[src/rtl/rsi_cfg.svh]
// Offsets, field positions, reset values and timing counts of the reset state initialiser
`ifndef RSI_CFG_SVH
`define RSI_CFG_SVH
`define RSI_ADDR_STATUS 8'h00
`define RSI_ADDR_RSTFLAG 8'h01
`define RSI_ADDR_WDTCTL 8'h02
`define RSI_ADDR_INTEN 8'h03
`define RSI_ADDR_TMRCTL 8'h04
`define RSI_ADDR_PDATA 8'h05
`define RSI_ADDR_PDIR 8'h06
`define RSI_ADDR_PPULL 8'h07
`define RSI_ADDR_PWAKE 8'h08
`define RSI_ADDR_SERMODE 8'h09
`define RSI_ADDR_SERCTL 8'h0A
`define RSI_ADDR_SERTO 8'h0B
`define RSI_ADDR_LASTRST 8'h0C
`define RSI_TMO_BIT 5
`define RSI_PWD_BIT 4
`define RSI_LVF_BIT 2
`define RSI_WCF_BIT 0
`define RSI_TMR_ON_BIT 3
`define RSI_SERMODE_BIT 0
`define RSI_WE_MSB 7
`define RSI_WE_LSB 3
`define RSI_WS_MSB 2
`define RSI_WE_DISABLE 5'h15
`define RSI_WE_ENABLE 5'h0A
`define RSI_WDTCTL_RST 8'h53
`define RSI_PDATA_RST 8'hFF
`define RSI_PDIR_RST 8'hFF
`define RSI_PPULL_RST 8'h00
`define RSI_PWAKE_RST 8'h00
`define RSI_INTEN_RST 8'h00
`define RSI_TMRCTL_RST 8'h00
`define RSI_SIFCTL_RST 8'h81
`define RSI_ASCTL_RST 8'h00
`define RSI_SIFTO_RST 8'h00
`define RSI_BAUD_RST 8'h00
`define RSI_CLK_PERIOD_NS 100
`define RSI_T_SRESET_NS 1000
`define RSI_SRESET_CYCLES ((`RSI_T_SRESET_NS + `RSI_CLK_PERIOD_NS - 1) / `RSI_CLK_PERIOD_NS)
`define RSI_WDT_BASE_SHIFT 8
`endif

[src/rtl/rsi_pkg.sv]
// Types shared by the reset state initialiser
package rsi_pkg;
  typedef enum logic [1:0] {
    RSI_MODE_FAST = 2'b00,
    RSI_MODE_SLOW = 2'b01,
    RSI_MODE_IDLE = 2'b10,
    RSI_MODE_SLEEP = 2'b11
  } rsi_mode_type;
  typedef enum logic [2:0] {
    RSI_KIND_POR = 3'b000,
    RSI_KIND_LVR = 3'b001,
    RSI_KIND_WDT_RUN = 3'b010,
    RSI_KIND_WDT_SLEEP = 3'b011,
    RSI_KIND_SOFT = 3'b100
  } rsi_kind_type;
endpackage : rsi_pkg

[src/rtl/rsi_sync2.sv]
// Two-flop synchroniser for a level from outside the clock domain
`timescale 1ns/100ps
module rsi_sync2 (
  input wire logic clk_sys,
  input wire logic rst_n,
  input wire logic async_in,
  output logic sync_out
);
  logic meta_reg;

  always_ff @(posedge clk_sys or negedge rst_n) begin
    if (!rst_n) begin
      meta_reg <= 1'b0;
      sync_out <= 1'b0;
    end else begin
      meta_reg <= async_in;
      sync_out <= meta_reg;
    end
  end
endmodule : rsi_sync2

[src/rtl/rsi_delay.sv]
// One-shot delay: pulses done a fixed number of cycles after start
`timescale 1ns/100ps
module rsi_delay #(
  parameter int CYCLES = 10
) (
  input wire logic clk_sys,
  input wire logic rst_n,
  input wire logic start,
  output logic done
);
  localparam int CW = $clog2(CYCLES + 1);
  logic [CW-1:0] cnt_reg;
  logic busy_reg;

  if (CYCLES < 1) begin : g_bad_cycles
    $error("rsi_delay: CYCLES must be at least 1");
  end

  // Restarting while busy is ignored: the first request sets the moment
  always_ff @(posedge clk_sys or negedge rst_n) begin
    if (!rst_n) begin
      cnt_reg <= '0;
      busy_reg <= 1'b0;
      done <= 1'b0;
    end else begin
      done <= 1'b0;
      if (!busy_reg && start) begin
        busy_reg <= 1'b1;
        cnt_reg <= CW'(CYCLES - 1);
        if (CYCLES == 1) begin
          busy_reg <= 1'b0;
          done <= 1'b1;
        end
      end else if (busy_reg) begin
        if (cnt_reg == CW'(1)) begin
          busy_reg <= 1'b0;
          done <= 1'b1;
        end
        cnt_reg <= cnt_reg - CW'(1);
      end
    end
  end
endmodule : rsi_delay

[src/rtl/rsi_core.sv]
// Reset state initialiser: reset sources, flags and register defaults
//
// How it works
// - Sleep or idle watchdog expiry clears program counter and stack pointer, sets timeout flag.
// - Timeout and powerdown flags live in status; power-on clears both.
// - Low-voltage reset in run modes leaves both flags unchanged.
// - Run-mode watchdog reset sets timeout flag, powerdown flag unchanged.
// - Idle or sleep watchdog reset sets both flags.
// - Power-on clears every interrupt enable.
// - Power-on clears watchdog and time-base counters; watchdog then counts at once.
// - Power-on leaves the timer module off.
// - Power-on makes pins inputs: data and direction all ones, pull and wake zero.
// - Power-on puts stack pointer at top and program counter at zero.
// - Full resets reload register defaults; sleep watchdog expiry preserves them.
// - Serial control pair and timeout/baud pair share addresses, mode bit selects.
// - Low-voltage reset sets its flag; only software or power-on clears it.
// - Illegal watchdog enable code resets after a delay, sets a software-cleared flag.
//
// Decided for this implementation: the plain strobed port and the placing of the registers.
`timescale 1ns/100ps
`include "rsi_cfg.svh"
module rsi_core import rsi_pkg::*; #(
  parameter int WDT_BASE_SHIFT = `RSI_WDT_BASE_SHIFT,
  parameter int SRESET_CYCLES = `RSI_SRESET_CYCLES
) (
  input wire logic clk_sys,
  input wire logic rst_n,
  input wire logic [7:0] reg_addr,
  input wire logic [7:0] reg_wdata,
  input wire logic reg_wr,
  input wire logic reg_rd,
  output logic [7:0] reg_rdata,
  input wire logic [1:0] core_mode,
  input wire logic halt_exec,
  input wire logic wdt_clear,
  input wire logic supply_low,
  output logic restart_pulse,
  output logic stack_to_top,
  output logic [7:0] int_enable,
  output logic timer_on,
  output logic [7:0] port_data,
  output logic [7:0] port_dir,
  output logic [7:0] port_pull,
  output logic [7:0] port_wake,
  output logic [7:0] time_base
);
  localparam int CNT_W = WDT_BASE_SHIFT + 8;

  if (WDT_BASE_SHIFT < 1 || WDT_BASE_SHIFT > 20 || SRESET_CYCLES < 1) begin : g_bad_param
    $error("rsi_core: WDT_BASE_SHIFT must be 1 to 20 and SRESET_CYCLES at least 1");
  end

  logic timeout_flag_reg;
  logic powerdown_flag_reg;
  logic low_voltage_reset_flag_reg;
  logic watchdog_ctrl_reset_flag_reg;
  logic [7:0] watchdog_control_reg;
  logic [7:0] int_en_reg;
  logic [7:0] tmr_ctl_reg;
  logic [7:0] pdata_reg;
  logic [7:0] pdir_reg;
  logic [7:0] ppull_reg;
  logic [7:0] pwake_reg;
  logic serial_mode_select_reg;
  logic [7:0] serial_iface_control_reg;
  logic [7:0] async_serial_control_reg;
  logic [7:0] serial_timeout_reg;
  logic [7:0] baud_rate_reg;
  logic [CNT_W-1:0] wdt_cnt_reg;
  logic [7:0] tb_cnt_reg;
  logic [2:0] last_kind_reg;
  logic lvr_prev_reg;
  logic por_first_reg;
  logic lvr_sync;
  logic soft_done;
  logic run_mode;
  logic ev_lvr;
  logic ev_wdt_run;
  logic ev_wdt_sleep;
  logic ev_soft;
  logic reload;
  logic any_event;
  logic wdt_expire;
  logic bad_we_write;
  logic [4:0] we_field;

  function automatic logic hit(input logic [7:0] a, input logic [7:0] off);
    return a == off;
  endfunction : hit

  function automatic logic [CNT_W-1:0] wdt_limit(input logic [2:0] sel);
    logic [CNT_W:0] one;
    one = (CNT_W+1)'(1);
    return CNT_W'((one << (WDT_BASE_SHIFT + int'(sel))) - one);
  endfunction : wdt_limit

  rsi_sync2 u_lvr_sync (
    .clk_sys(clk_sys),
    .rst_n(rst_n),
    .async_in(supply_low),
    .sync_out(lvr_sync)
  );

  rsi_delay #(.CYCLES(SRESET_CYCLES)) u_soft_delay (
    .clk_sys(clk_sys),
    .rst_n(rst_n),
    .start(bad_we_write),
    .done(soft_done)
  );

  // Event detection; power-on is the async reset and so always wins
  assign run_mode = (core_mode == RSI_MODE_FAST) || (core_mode == RSI_MODE_SLOW);
  assign we_field = watchdog_control_reg[`RSI_WE_MSB:`RSI_WE_LSB];
  assign wdt_expire = (we_field != `RSI_WE_DISABLE) &&
                      (wdt_cnt_reg == wdt_limit(watchdog_control_reg[`RSI_WS_MSB:0]));
  assign ev_lvr = lvr_sync && !lvr_prev_reg && run_mode;
  assign ev_wdt_run = wdt_expire && run_mode && !ev_lvr;
  assign ev_wdt_sleep = wdt_expire && !run_mode;
  assign ev_soft = soft_done && !ev_lvr && !wdt_expire;
  assign reload = ev_lvr || ev_wdt_run || ev_soft;
  assign any_event = reload || ev_wdt_sleep;
  assign bad_we_write = reg_wr && hit(reg_addr, `RSI_ADDR_WDTCTL) &&
                        (reg_wdata[`RSI_WE_MSB:`RSI_WE_LSB] != `RSI_WE_DISABLE) &&
                        (reg_wdata[`RSI_WE_MSB:`RSI_WE_LSB] != `RSI_WE_ENABLE);

  always_ff @(posedge clk_sys or negedge rst_n) begin
    if (!rst_n) begin
      lvr_prev_reg <= 1'b0;
      por_first_reg <= 1'b1;
    end else begin
      lvr_prev_reg <= lvr_sync;
      por_first_reg <= 1'b0;
    end
  end

  // Status flags; the event sets last so it wins over a clear
  always_ff @(posedge clk_sys or negedge rst_n) begin
    if (!rst_n) begin
      timeout_flag_reg <= 1'b0;
      powerdown_flag_reg <= 1'b0;
    end else begin
      if (wdt_clear) begin
        timeout_flag_reg <= 1'b0;
        powerdown_flag_reg <= 1'b0;
      end
      if (halt_exec) begin
        timeout_flag_reg <= 1'b0;
        powerdown_flag_reg <= 1'b1;
      end
      if (ev_wdt_run) begin
        timeout_flag_reg <= 1'b1;
      end
      if (ev_wdt_sleep) begin
        timeout_flag_reg <= 1'b1;
        powerdown_flag_reg <= 1'b1;
      end
    end
  end

  // Reset-source flags; software writes zero to clear, hardware set wins
  always_ff @(posedge clk_sys or negedge rst_n) begin
    if (!rst_n) begin
      low_voltage_reset_flag_reg <= 1'b0;
      watchdog_ctrl_reset_flag_reg <= 1'b0;
    end else begin
      if (reg_wr && hit(reg_addr, `RSI_ADDR_RSTFLAG)) begin
        low_voltage_reset_flag_reg <= reg_wdata[`RSI_LVF_BIT];
        watchdog_ctrl_reset_flag_reg <= reg_wdata[`RSI_WCF_BIT];
      end
      if (ev_lvr) begin
        low_voltage_reset_flag_reg <= 1'b1;
      end
      if (ev_soft) begin
        watchdog_ctrl_reset_flag_reg <= 1'b1;
      end
    end
  end

  // Watchdog and time-base counters
  always_ff @(posedge clk_sys or negedge rst_n) begin
    if (!rst_n) begin
      wdt_cnt_reg <= '0;
      tb_cnt_reg <= 8'h00;
    end else begin
      if (any_event || wdt_clear || halt_exec || bad_we_write ||
          we_field == `RSI_WE_DISABLE) begin
        wdt_cnt_reg <= '0;
      end else begin
        wdt_cnt_reg <= wdt_cnt_reg + CNT_W'(1);
      end
      if (reload) begin
        tb_cnt_reg <= 8'h00;
      end else begin
        tb_cnt_reg <= tb_cnt_reg + 8'h01;
      end
    end
  end

  // Software-visible control registers; a full reset reloads, sleep expiry keeps
  always_ff @(posedge clk_sys or negedge rst_n) begin
    if (!rst_n) begin
      watchdog_control_reg <= `RSI_WDTCTL_RST;
      int_en_reg <= `RSI_INTEN_RST;
      tmr_ctl_reg <= `RSI_TMRCTL_RST;
      pdata_reg <= `RSI_PDATA_RST;
      pdir_reg <= `RSI_PDIR_RST;
      ppull_reg <= `RSI_PPULL_RST;
      pwake_reg <= `RSI_PWAKE_RST;
    end else if (reload) begin
      watchdog_control_reg <= `RSI_WDTCTL_RST;
      int_en_reg <= `RSI_INTEN_RST;
      tmr_ctl_reg <= `RSI_TMRCTL_RST;
      pdata_reg <= `RSI_PDATA_RST;
      pdir_reg <= `RSI_PDIR_RST;
      ppull_reg <= `RSI_PPULL_RST;
      pwake_reg <= `RSI_PWAKE_RST;
    end else if (reg_wr && !ev_wdt_sleep) begin
      if (hit(reg_addr, `RSI_ADDR_WDTCTL)) watchdog_control_reg <= reg_wdata;
      if (hit(reg_addr, `RSI_ADDR_INTEN)) int_en_reg <= reg_wdata;
      if (hit(reg_addr, `RSI_ADDR_TMRCTL)) tmr_ctl_reg <= reg_wdata;
      if (hit(reg_addr, `RSI_ADDR_PDATA)) pdata_reg <= reg_wdata;
      if (hit(reg_addr, `RSI_ADDR_PDIR)) pdir_reg <= reg_wdata;
      if (hit(reg_addr, `RSI_ADDR_PPULL)) ppull_reg <= reg_wdata;
      if (hit(reg_addr, `RSI_ADDR_PWAKE)) pwake_reg <= reg_wdata;
    end
  end

  // Serial registers: two pairs behind two addresses
  always_ff @(posedge clk_sys or negedge rst_n) begin
    if (!rst_n) begin
      serial_mode_select_reg <= 1'b0;
      serial_iface_control_reg <= `RSI_SIFCTL_RST;
      async_serial_control_reg <= `RSI_ASCTL_RST;
      serial_timeout_reg <= `RSI_SIFTO_RST;
      baud_rate_reg <= `RSI_BAUD_RST;
    end else if (reload) begin
      serial_mode_select_reg <= 1'b0;
      serial_iface_control_reg <= `RSI_SIFCTL_RST;
      async_serial_control_reg <= `RSI_ASCTL_RST;
      serial_timeout_reg <= `RSI_SIFTO_RST;
      baud_rate_reg <= `RSI_BAUD_RST;
    end else if (reg_wr && !ev_wdt_sleep) begin
      if (hit(reg_addr, `RSI_ADDR_SERMODE)) begin
        serial_mode_select_reg <= reg_wdata[`RSI_SERMODE_BIT];
      end
      if (hit(reg_addr, `RSI_ADDR_SERCTL)) begin
        if (serial_mode_select_reg) async_serial_control_reg <= reg_wdata;
        else serial_iface_control_reg <= reg_wdata;
      end
      if (hit(reg_addr, `RSI_ADDR_SERTO)) begin
        if (serial_mode_select_reg) baud_rate_reg <= reg_wdata;
        else serial_timeout_reg <= reg_wdata;
      end
    end
  end

  // Core restart request and reset-kind record
  always_ff @(posedge clk_sys or negedge rst_n) begin
    if (!rst_n) begin
      restart_pulse <= 1'b0;
      stack_to_top <= 1'b1;
      last_kind_reg <= RSI_KIND_POR;
    end else begin
      restart_pulse <= any_event;
      if (ev_wdt_sleep) begin
        stack_to_top <= 1'b0;
        last_kind_reg <= RSI_KIND_WDT_SLEEP;
      end else if (ev_lvr) begin
        stack_to_top <= 1'b1;
        last_kind_reg <= RSI_KIND_LVR;
      end else if (ev_wdt_run) begin
        stack_to_top <= 1'b1;
        last_kind_reg <= RSI_KIND_WDT_RUN;
      end else if (ev_soft) begin
        stack_to_top <= 1'b1;
        last_kind_reg <= RSI_KIND_SOFT;
      end
    end
  end

  // Read port: data valid in the cycle after the strobe only
  always_ff @(posedge clk_sys or negedge rst_n) begin
    if (!rst_n) begin
      reg_rdata <= 8'h00;
    end else if (!reg_rd) begin
      reg_rdata <= 8'h00;
    end else begin
      case (reg_addr)
        `RSI_ADDR_STATUS: reg_rdata <= 8'(({7'h00, timeout_flag_reg} << `RSI_TMO_BIT) |
                                          ({7'h00, powerdown_flag_reg} << `RSI_PWD_BIT));
        `RSI_ADDR_RSTFLAG: reg_rdata <= 8'(({7'h00, low_voltage_reset_flag_reg} << `RSI_LVF_BIT) |
                                           ({7'h00, watchdog_ctrl_reset_flag_reg} << `RSI_WCF_BIT));
        `RSI_ADDR_WDTCTL: reg_rdata <= watchdog_control_reg;
        `RSI_ADDR_INTEN: reg_rdata <= int_en_reg;
        `RSI_ADDR_TMRCTL: reg_rdata <= tmr_ctl_reg;
        `RSI_ADDR_PDATA: reg_rdata <= pdata_reg;
        `RSI_ADDR_PDIR: reg_rdata <= pdir_reg;
        `RSI_ADDR_PPULL: reg_rdata <= ppull_reg;
        `RSI_ADDR_PWAKE: reg_rdata <= pwake_reg;
        `RSI_ADDR_SERMODE: reg_rdata <= {7'h00, serial_mode_select_reg};
        `RSI_ADDR_SERCTL: reg_rdata <= serial_mode_select_reg ? async_serial_control_reg :
                                                                serial_iface_control_reg;
        `RSI_ADDR_SERTO: reg_rdata <= serial_mode_select_reg ? baud_rate_reg :
                                                               serial_timeout_reg;
        `RSI_ADDR_LASTRST: reg_rdata <= {5'h00, last_kind_reg};
        default: reg_rdata <= 8'h00;
      endcase
    end
  end

  // Outputs registered from the control registers and time-base counter, one cycle behind them
  always_ff @(posedge clk_sys or negedge rst_n) begin
    if (!rst_n) begin
      int_enable <= `RSI_INTEN_RST;
      timer_on <= 1'b0;
      port_data <= `RSI_PDATA_RST;
      port_dir <= `RSI_PDIR_RST;
      port_pull <= `RSI_PPULL_RST;
      port_wake <= `RSI_PWAKE_RST;
      time_base <= 8'h00;
    end else begin
      int_enable <= int_en_reg;
      timer_on <= tmr_ctl_reg[`RSI_TMR_ON_BIT];
      port_data <= pdata_reg;
      port_dir <= pdir_reg;
      port_pull <= ppull_reg;
      port_wake <= pwake_reg;
      time_base <= tb_cnt_reg;
    end
  end

  a_sleep_wdt_flags: assert property (@(posedge clk_sys) disable iff (!rst_n)
    ev_wdt_sleep |=> timeout_flag_reg && powerdown_flag_reg ##1 !stack_to_top)
    else $error("sleep expiry did not set both flags");
  a_run_wdt_flags: assert property (@(posedge clk_sys) disable iff (!rst_n)
    ev_wdt_run && !halt_exec && !wdt_clear |=>
      timeout_flag_reg && powerdown_flag_reg == $past(powerdown_flag_reg))
    else $error("run expiry flags wrong");
  a_lvr_keeps_flags: assert property (@(posedge clk_sys) disable iff (!rst_n)
    ev_lvr && !halt_exec && !wdt_clear |=> $stable(timeout_flag_reg) && $stable(powerdown_flag_reg))
    else $error("low-voltage reset changed status flags");
  a_lvr_flag_set: assert property (@(posedge clk_sys) disable iff (!rst_n)
    ev_lvr |=> low_voltage_reset_flag_reg && last_kind_reg == RSI_KIND_LVR)
    else $error("low-voltage flag not set");
  a_soft_reset_delay: assert property (@(posedge clk_sys) disable iff (!rst_n)
    bad_we_write |-> ##[1:40] restart_pulse)
    else $error("illegal enable code did not reset in time");
  a_reload_defaults: assert property (@(posedge clk_sys) disable iff (!rst_n)
    reload |=> watchdog_control_reg == `RSI_WDTCTL_RST && pdir_reg == `RSI_PDIR_RST &&
               int_en_reg == `RSI_INTEN_RST ##1 port_dir == `RSI_PDIR_RST)
    else $error("full reset did not reload defaults");
  a_sleep_preserve: assert property (@(posedge clk_sys) disable iff (!rst_n)
    ev_wdt_sleep |=> $stable(watchdog_control_reg) && $stable(pdata_reg) && restart_pulse)
    else $error("sleep expiry disturbed preserved state");
  a_por_state: assert property (@(posedge clk_sys) disable iff (!rst_n)
    por_first_reg |-> !timeout_flag_reg && !powerdown_flag_reg && int_en_reg == 8'h00 &&
                      !tmr_ctl_reg[`RSI_TMR_ON_BIT] && pdata_reg == 8'hFF && stack_to_top)
    else $error("power-on state wrong");
  a_wdt_starts: assert property (@(posedge clk_sys) disable iff (!rst_n)
    por_first_reg |-> wdt_cnt_reg == '0 ##1 wdt_cnt_reg == CNT_W'(1))
    else $error("watchdog not cleared and counting after power-on");
  a_shared_addr: assert property (@(posedge clk_sys) disable iff (!rst_n)
    reg_rd && reg_addr == `RSI_ADDR_SERTO |=>
      reg_rdata == ($past(serial_mode_select_reg) ? $past(baud_rate_reg) : $past(serial_timeout_reg)))
    else $error("shared address returned wrong register");

  c_sleep_wdt: cover property (@(posedge clk_sys) disable iff (!rst_n) ev_wdt_sleep);
  c_run_wdt: cover property (@(posedge clk_sys) disable iff (!rst_n) ev_wdt_run);
  c_lvr: cover property (@(posedge clk_sys) disable iff (!rst_n) ev_lvr);
  c_soft: cover property (@(posedge clk_sys) disable iff (!rst_n) ev_soft);
endmodule : rsi_core

[config.mk]
export PLATFORM = sky130hd
export DESIGN_NAME = rsi_core
export DESIGN_NICKNAME = d
export VERILOG_FILES = /design/src/rtl/rsi_pkg.sv /design/src/rtl/rsi_sync2.sv /design/src/rtl/rsi_delay.sv /design/src/rtl/rsi_core.sv
export VERILOG_INCLUDE_DIRS = /design/src /design/src/rtl
export SDC_FILE = /design/constraint.sdc
export NUM_CORES = 1
export LEC_CHECK = 0
export BUFFER_PORTS_ARGS = -buffer_cell sky130_fd_sc_hd__buf_2
export CAP_MARGIN = 10
export CORE_MARGIN = 1
export CORE_UTILIZATION = 40
export DETAILED_ROUTE_END_ITERATION = 12
export HOLD_SLACK_MARGIN = 0.15
export SKIP_CTS_REPAIR_TIMING = 1
export SYNTH_ARGS = -nofsm -noshare
export SYNTH_HDL_FRONTEND = slang
export SYNTH_SLANG_ARGS = --single-unit
[constraint.sdc]
create_clock -name clk_sys -period 3.7 [get_ports clk_sys]
set_input_delay 0.74 -clock clk_sys [delete_from_list [all_inputs] [get_ports clk_sys]]
set_output_delay 0.74 -clock clk_sys [all_outputs]
set_load 0.03 [all_outputs]
# After elaboration in Yosys (flattened, before gate mapping)
# Index checks and enable logic that the tools add are counted.
# totals
register_bits,188
output_inout_bits,59
in_bits,25
wordCells,193
# classes
eq_ne,20
shift,1
mux,70
n_reduce_logical,60
bitwise,2
add_sub_neg,5
# ops
operator,count
two-way mux 8 bit,39
case mux 8 bit (13 select lines),1
"equality test 8 x 4 -> 1 bit, second input constant",5
"equality test 8 x 3 -> 1 bit, second input constant",4
nonzero test 2 bit,15
two-way mux 1 bit,23
"adder 16 x 1 -> 16 bit, second input constant",1
equality test 16 bit,1
"equality test 8 x 2 -> 1 bit, second input constant",2
two-way mux 16 bit,1
AND reduction 2 bit,8
"<< shifter 1 x 5 -> 16 bit, first input constant",1
"subtractor 16 x 1 -> 16 bit, second input constant",1
logical AND 1 bit,14
two-way mux 3 bit,4
AND reduction 3 bit,4
"inequality test 5 bit, second input constant",2
"adder 8 x 1 -> 8 bit, second input constant",1
"equality test 8 x 1 -> 1 bit, second input constant",1
logical NOT 8 bit,1
logical OR 1 bit,8
two-way mux 4 bit,2
nonzero test 4 bit,2
logical NOT 1 bit,6
other kinds (11),11

# Longest topological paths before layout
# logic_depth
word_depth,15
ltp_mapped,13
mapped_depth_nobuf,9

# By module
# From an unflattened synthesis, not the netlist that was laid out.
# hier_totals
hier_cells,834
area_unflattened_um2,8424.3
# modules_own_cells
mod,cells_each,n_inst,seq_area_each_um2,area_per_inst_um2
rsi_core,807,1,4553.1,8081.5
rsi_delay,25,1,150.1,292.8
rsi_sync2,2,1,50.0,50.0

# Least setup slack after synthesis
# No wires, ideal clock.
# synth_timing
path_kind,register -> register
startpoint,register watchdog_control_reg[2]
endpoint,register wdt_cnt_reg[10]
arrival_ns,3.040
t_required_ns,3.581
period_less_slack_ns,3.159
setup_time_ns,0.119
path_slack_ns,0.541
path_stages_with_launch,13
path_buffers,4
path_cell_list,dfrtp_1 -> buf_2 -> or3_1 -> ha_1 -> nor3b_2 -> or4_4 -> a2111oi_4 -> and3_1 -> buf_2 -> or4_1 -> clkbuf_2 -> buf_6 -> nor2_1
# synth_via
elab_chain_cells,15
word_cells_on_any_way,18
cone_classes,add/sub: 2; eq/ne: 1; shift: 1; mux: 1; reduce/logical: 13
# synth_rtl
element,line_no,rtl
start: declaration,rsi_core.sv:57,logic [7:0] watchdog_control_reg;
start signal: assignment,rsi_core.sv:202,watchdog_control_reg <= `RSI_WDTCTL_RST;
start signal: assignment,rsi_core.sv:210,watchdog_control_reg <= `RSI_WDTCTL_RST;
start signal: assignment,rsi_core.sv:218,"if (hit(reg_addr, `RSI_ADDR_WDTCTL)) watchdog_control_reg <= reg_wdata;"
adder 4 x 3 -> 5 bit *,rsi_core.sv:94,return CNT_W'((one << (WDT_BASE_SHIFT + int'(sel))) - one);
<< shifter 1 x 5 -> 16 bit *,rsi_core.sv:94,
subtractor 16 x 1 -> 16 bit *,rsi_core.sv:94,
equality test 16 bit *,rsi_core.sv:115,(wdt_cnt_reg == wdt_limit(watchdog_control_reg[`RSI_WS_MSB:0]));
logical AND 1 bit *,rsi_core.sv:114,assign wdt_expire = (we_field != `RSI_WE_DISABLE) &&
logical AND 1 bit (2 in a row),rsi_core.sv:117,assign ev_wdt_run = wdt_expire && run_mode && !ev_lvr;
logical OR 1 bit (2 in a row),rsi_core.sv:120,assign reload = ev_lvr || ev_wdt_run || ev_soft;
logical OR 1 bit *,rsi_core.sv:121,assign any_event = reload || ev_wdt_sleep;
logical OR 1 bit * (3 in a row),rsi_core.sv:185,if (any_event || wdt_clear || halt_exec || bad_we_write ||
logical OR 1 bit (no line) *,--,
two-way mux 16 bit *,rsi_core.sv:185,
end signal: assignment,rsi_core.sv:189,wdt_cnt_reg <= wdt_cnt_reg + CNT_W'(1);
end: declaration,rsi_core.sv:69,logic [CNT_W-1:0] wdt_cnt_reg;
# Mark *: on every way between the ends. The rest lies on a longest branch, timed or not.
# A chain may end at the register's enable or synchronous reset.

# Worst setup path in the final report
# layout_timing
startpoint,register watchdog_control_reg[1]
endpoint,register pwake_reg[2]
# layout_via
elab_chain_cells,11
word_cells_on_any_way,18
cone_classes,add/sub: 2; eq/ne: 1; shift: 1; mux: 1; reduce/logical: 13
# layout_rtl
element,line_no,rtl
adder 4 x 3 -> 5 bit *,rsi_core.sv:94,
<< shifter 1 x 5 -> 16 bit *,rsi_core.sv:94,
subtractor 16 x 1 -> 16 bit *,rsi_core.sv:94,
equality test 16 bit *,rsi_core.sv:115,
logical AND 1 bit *,rsi_core.sv:114,
logical AND 1 bit (2 in a row),rsi_core.sv:117,
logical OR 1 bit (2 in a row),rsi_core.sv:120,
nonzero test 2 bit (no line),--,
AND reduction 2 bit (no line),--,
end signal: assignment,rsi_core.sv:208,pwake_reg <= `RSI_PWAKE_RST;
end signal: assignment,rsi_core.sv:216,pwake_reg <= `RSI_PWAKE_RST;
end signal: assignment,rsi_core.sv:224,"if (hit(reg_addr, `RSI_ADDR_PWAKE)) pwake_reg <= reg_wdata;"
end: declaration,rsi_core.sv:63,logic [7:0] pwake_reg;
# Marks and branches as above.

==> impl_metrics.toml <==
[worst_setup_path]
worstSetupStartpointType = "register"
cp_slowest_cell = "or4_4"
rrSetupSlack_ns = 0.18
crit_arrival_ns = 3.88
path_cells = "or3_1 > ha_1 > nor3b_2 > or4_4 > a2111oi_4 > and3_1 > o211ai_4 > buf_12 > a21oi_2"
cp_max_fo = 39
r2r_end = "pwake_reg[2]"
cp-end-kind = "register"
crit_required_ns = 4.07
cp_num_buf_inv = 1
rr_worst_depth = 9
cp_top_family = "simple AND/OR/NAND/NOR gates"
cp_slowest_stage_delay_ns = 0.53
worstReg2RegStart = "watchdog_control_reg[1]"
critPathKind = "reg -> reg"

[logic_synthesis]
yosysWarnings = 0
synth_top_family_by_area = "compound AO/OA/AOI/OAI gates"
syn_inst = 803
synthAdderAreaFrac_pct = 0.731
synth_area_um2 = 8560
syn_nets = 833
async_flop_share_pct = 100
synth_xor_area_share_pct = 2.97
yosys.area.top_type_share_pct = 43.5
yosysSeqAreaShare_pct = 55.5
synth-edff-count = 0
synthTopCellsByArea = "dfrtp_1 (44%), dfstp_2 (12%), nand3_1 (6.0%), mux2i_1 (5.4%), o21ai_0 (4.4%)"
synth_cell_types = 60
synth-simple-area-share_pct = 15.4
synthFlopType = "dfrtp_1"
synth.largest_area_cell = "dfrtp_1"
synth.avg_cell_area_um2 = 10.7
synth_seq_cells = 188
synth_compound_area_share_pct = 15.6
synth.area.mux_share_pct = 5.64

[final_layout]
area_growth_pct = 15.6
drive_gt1_share_pct = 26.7
nets = 907
stdcell_count = 1166
utilization_pct = 47.1
fill_cells = 1968
largest_register_ffs = 16

[grt]
grt_pass1_wl_um = 36900
grt_pass1_vias = 6310
grt_overflow = 0
antenna_found_initial = 2
grt_max_degree = 107
track_usage_pct = 22.2

[placed_design]
finalWeightedCongestion = 0.879
port_buffers = 82
placed_cells = 1133
hpwl_um = 15800

[cts]
cts-htree-levels = 4
clock-sinks = 188
clk-insertion-delay-late_ns = 0.43
clock_path_buffers = 2
clk_pin_slew_ns = 0.07
root_buffer = "clkbuf_16"
cts_buffers = 17
cts_tree = "yes"

[floorplan]
core_area_um2 = 21000
start_util_pct = 40.7
dieWidth_um = 148
io-pin-count = 84
die_area_um2 = 22000
rows = 53
die_h_um = 148

[power_and_ir_drop]
peakVddDrop_v = 0.000266
leakagePower_nw = 4.14
power_mw = 4.42
p_per_area_nw_per_um2 = 446

[outcome]
outcome = "completed"

[timing]
clock_skew_ns = 0.0110
finalMaxSlewViolations = 0
maxSlewHeadroom_pct = 45.5
min_period_ns = 3.52
setup_viol = 0
hold_viol = 0
worst_pin_slew_ns = 0.817
fin_crit_sh_pct = 95.1
fmax_mhz = 284
tns_ns = 0
rsz0062_at_grt = "false"

[worst_hold_path]
hold_class = "reg -> reg"
holdPathStages = 0
holdCritStartpoint = "u_lvr_sync.meta_reg"
min_to = "u_lvr_sync.sync_out"

[route]
drt_iter0_drc = 496
drtPass1Iterations = 5
ant_nets = 0
drt-total-wl_um = 23300
drc = 0
wl_per_cell_um = 20.0
vias_per_cell = 5.66
vias = 6595

[flow_run]
max_cap_violations = 0
worst max path at each step:
stage                                        from  slack (ns)                      to  depth (start not counted)
after global routing      watchdog_control_reg[1]        0.05  serial_mode_select_reg                          9
after global placement    watchdog_control_reg[1]        0.23  serial_mode_select_reg                          9
after floorplan           watchdog_control_reg[2]        0.54         wdt_cnt_reg[10]                         12
after detailed placement  watchdog_control_reg[1]        0.23            pwake_reg[2]                          9
after CTS                 watchdog_control_reg[1]        0.21            pwake_reg[2]                          9
final                     watchdog_control_reg[1]        0.18            pwake_reg[2]                          9
power breakdown:
part | leakage (nW) | switching [mW] | internal [mW]
Clock | 0.267 | 0.836 | 0.962
Sequential | 2.44 | 0.0683 | 2.15
Combinational | 1.44 | 0.277 | 0.130
per-stage QoR:
| stage | setup WS (ns) | hold WS, ns | cell area [um2] |
|---|---|---|---|
| 2_1_floorplan | 0.541 | 0.331 | 8560 |
| 3_3_place_gp | 0.233 | 0.335 | 9320 |
| 3_5_place_dp | 0.227 | 0.341 | 9320 |
| 4_1_cts | 0.212 | 0.358 | 9890 |
| 5_1_grt | 0.0529 | 0.361 | 9900 |
| 6_report | 0.182 | 0.355 | 9900 |
kinds of logic after synthesis:
logic type / after synthesis
adders and majority gates: 5
xor gates and xnor gates: 29
AOI/OAI and AO/OA: 193
and+or+nand+nor: 269
DFF: 188
buffers and inverters: 71
muxes: 48
cell usage in the layout (no fill, tap or decap), types with 15 or more instances in the layout:
cell and count:
dfrtp_1 149, nand3_1 102, buf_2 81, o21ai_0 76, nor2_1 64, mux2i_1 46
a21oi_2 40, dfstp_2 39, nand2_1 37, buf_4 30, a21oi_1 23, clkbuf_16 17
xnor2_1 15
cells in the mapped netlist, types with 4 or more instances:
master / n
buf_2: 4
a22o_1: 5
dfstp_2: 39
buf_1: 7
ha_1: 5
nand3_1: 102
dfrtp_1: 149
nor2_1: 64
a31oi_1: 7
a21oi_1: 23
a22oi_1: 8
xnor2_1: 15
nand2b_1: 4
and2_1: 6
and3_1: 12
clkbuf_1: 34
nand4_1: 7
a21oi_2: 40
a211oi_1: 4
nor3_1: 14
nand2_1: 37
clkbuf_2: 4
inv_1: 11
xor2_1: 14
o21ai_0: 76
mux2i_1: 46
nor3b_1: 5
buf_6: 9
layer usage:
metal	up-vias	track usage (%)	wire length, um
li1	3014	-	-
met1	3290	30.9	10300
met2	239	33.9	10800
met3	50	3.80	1360
met4	2	9.74	854
met5	-	0	11
cell type report:
class	count	area (um2)	share of cell area [%]
antenna	1	2.50	0.0253
clock buffer	19	443	4.48
clock inverter	13	130	1.31
inverter	11	41.3	0.417
multi-input combinational	544	3480	35.1
sequential	188	4750	48.0
tap	275	344	3.48
timing repair buffer	115	704	7.12
Power figures use the tool's default switching activity.
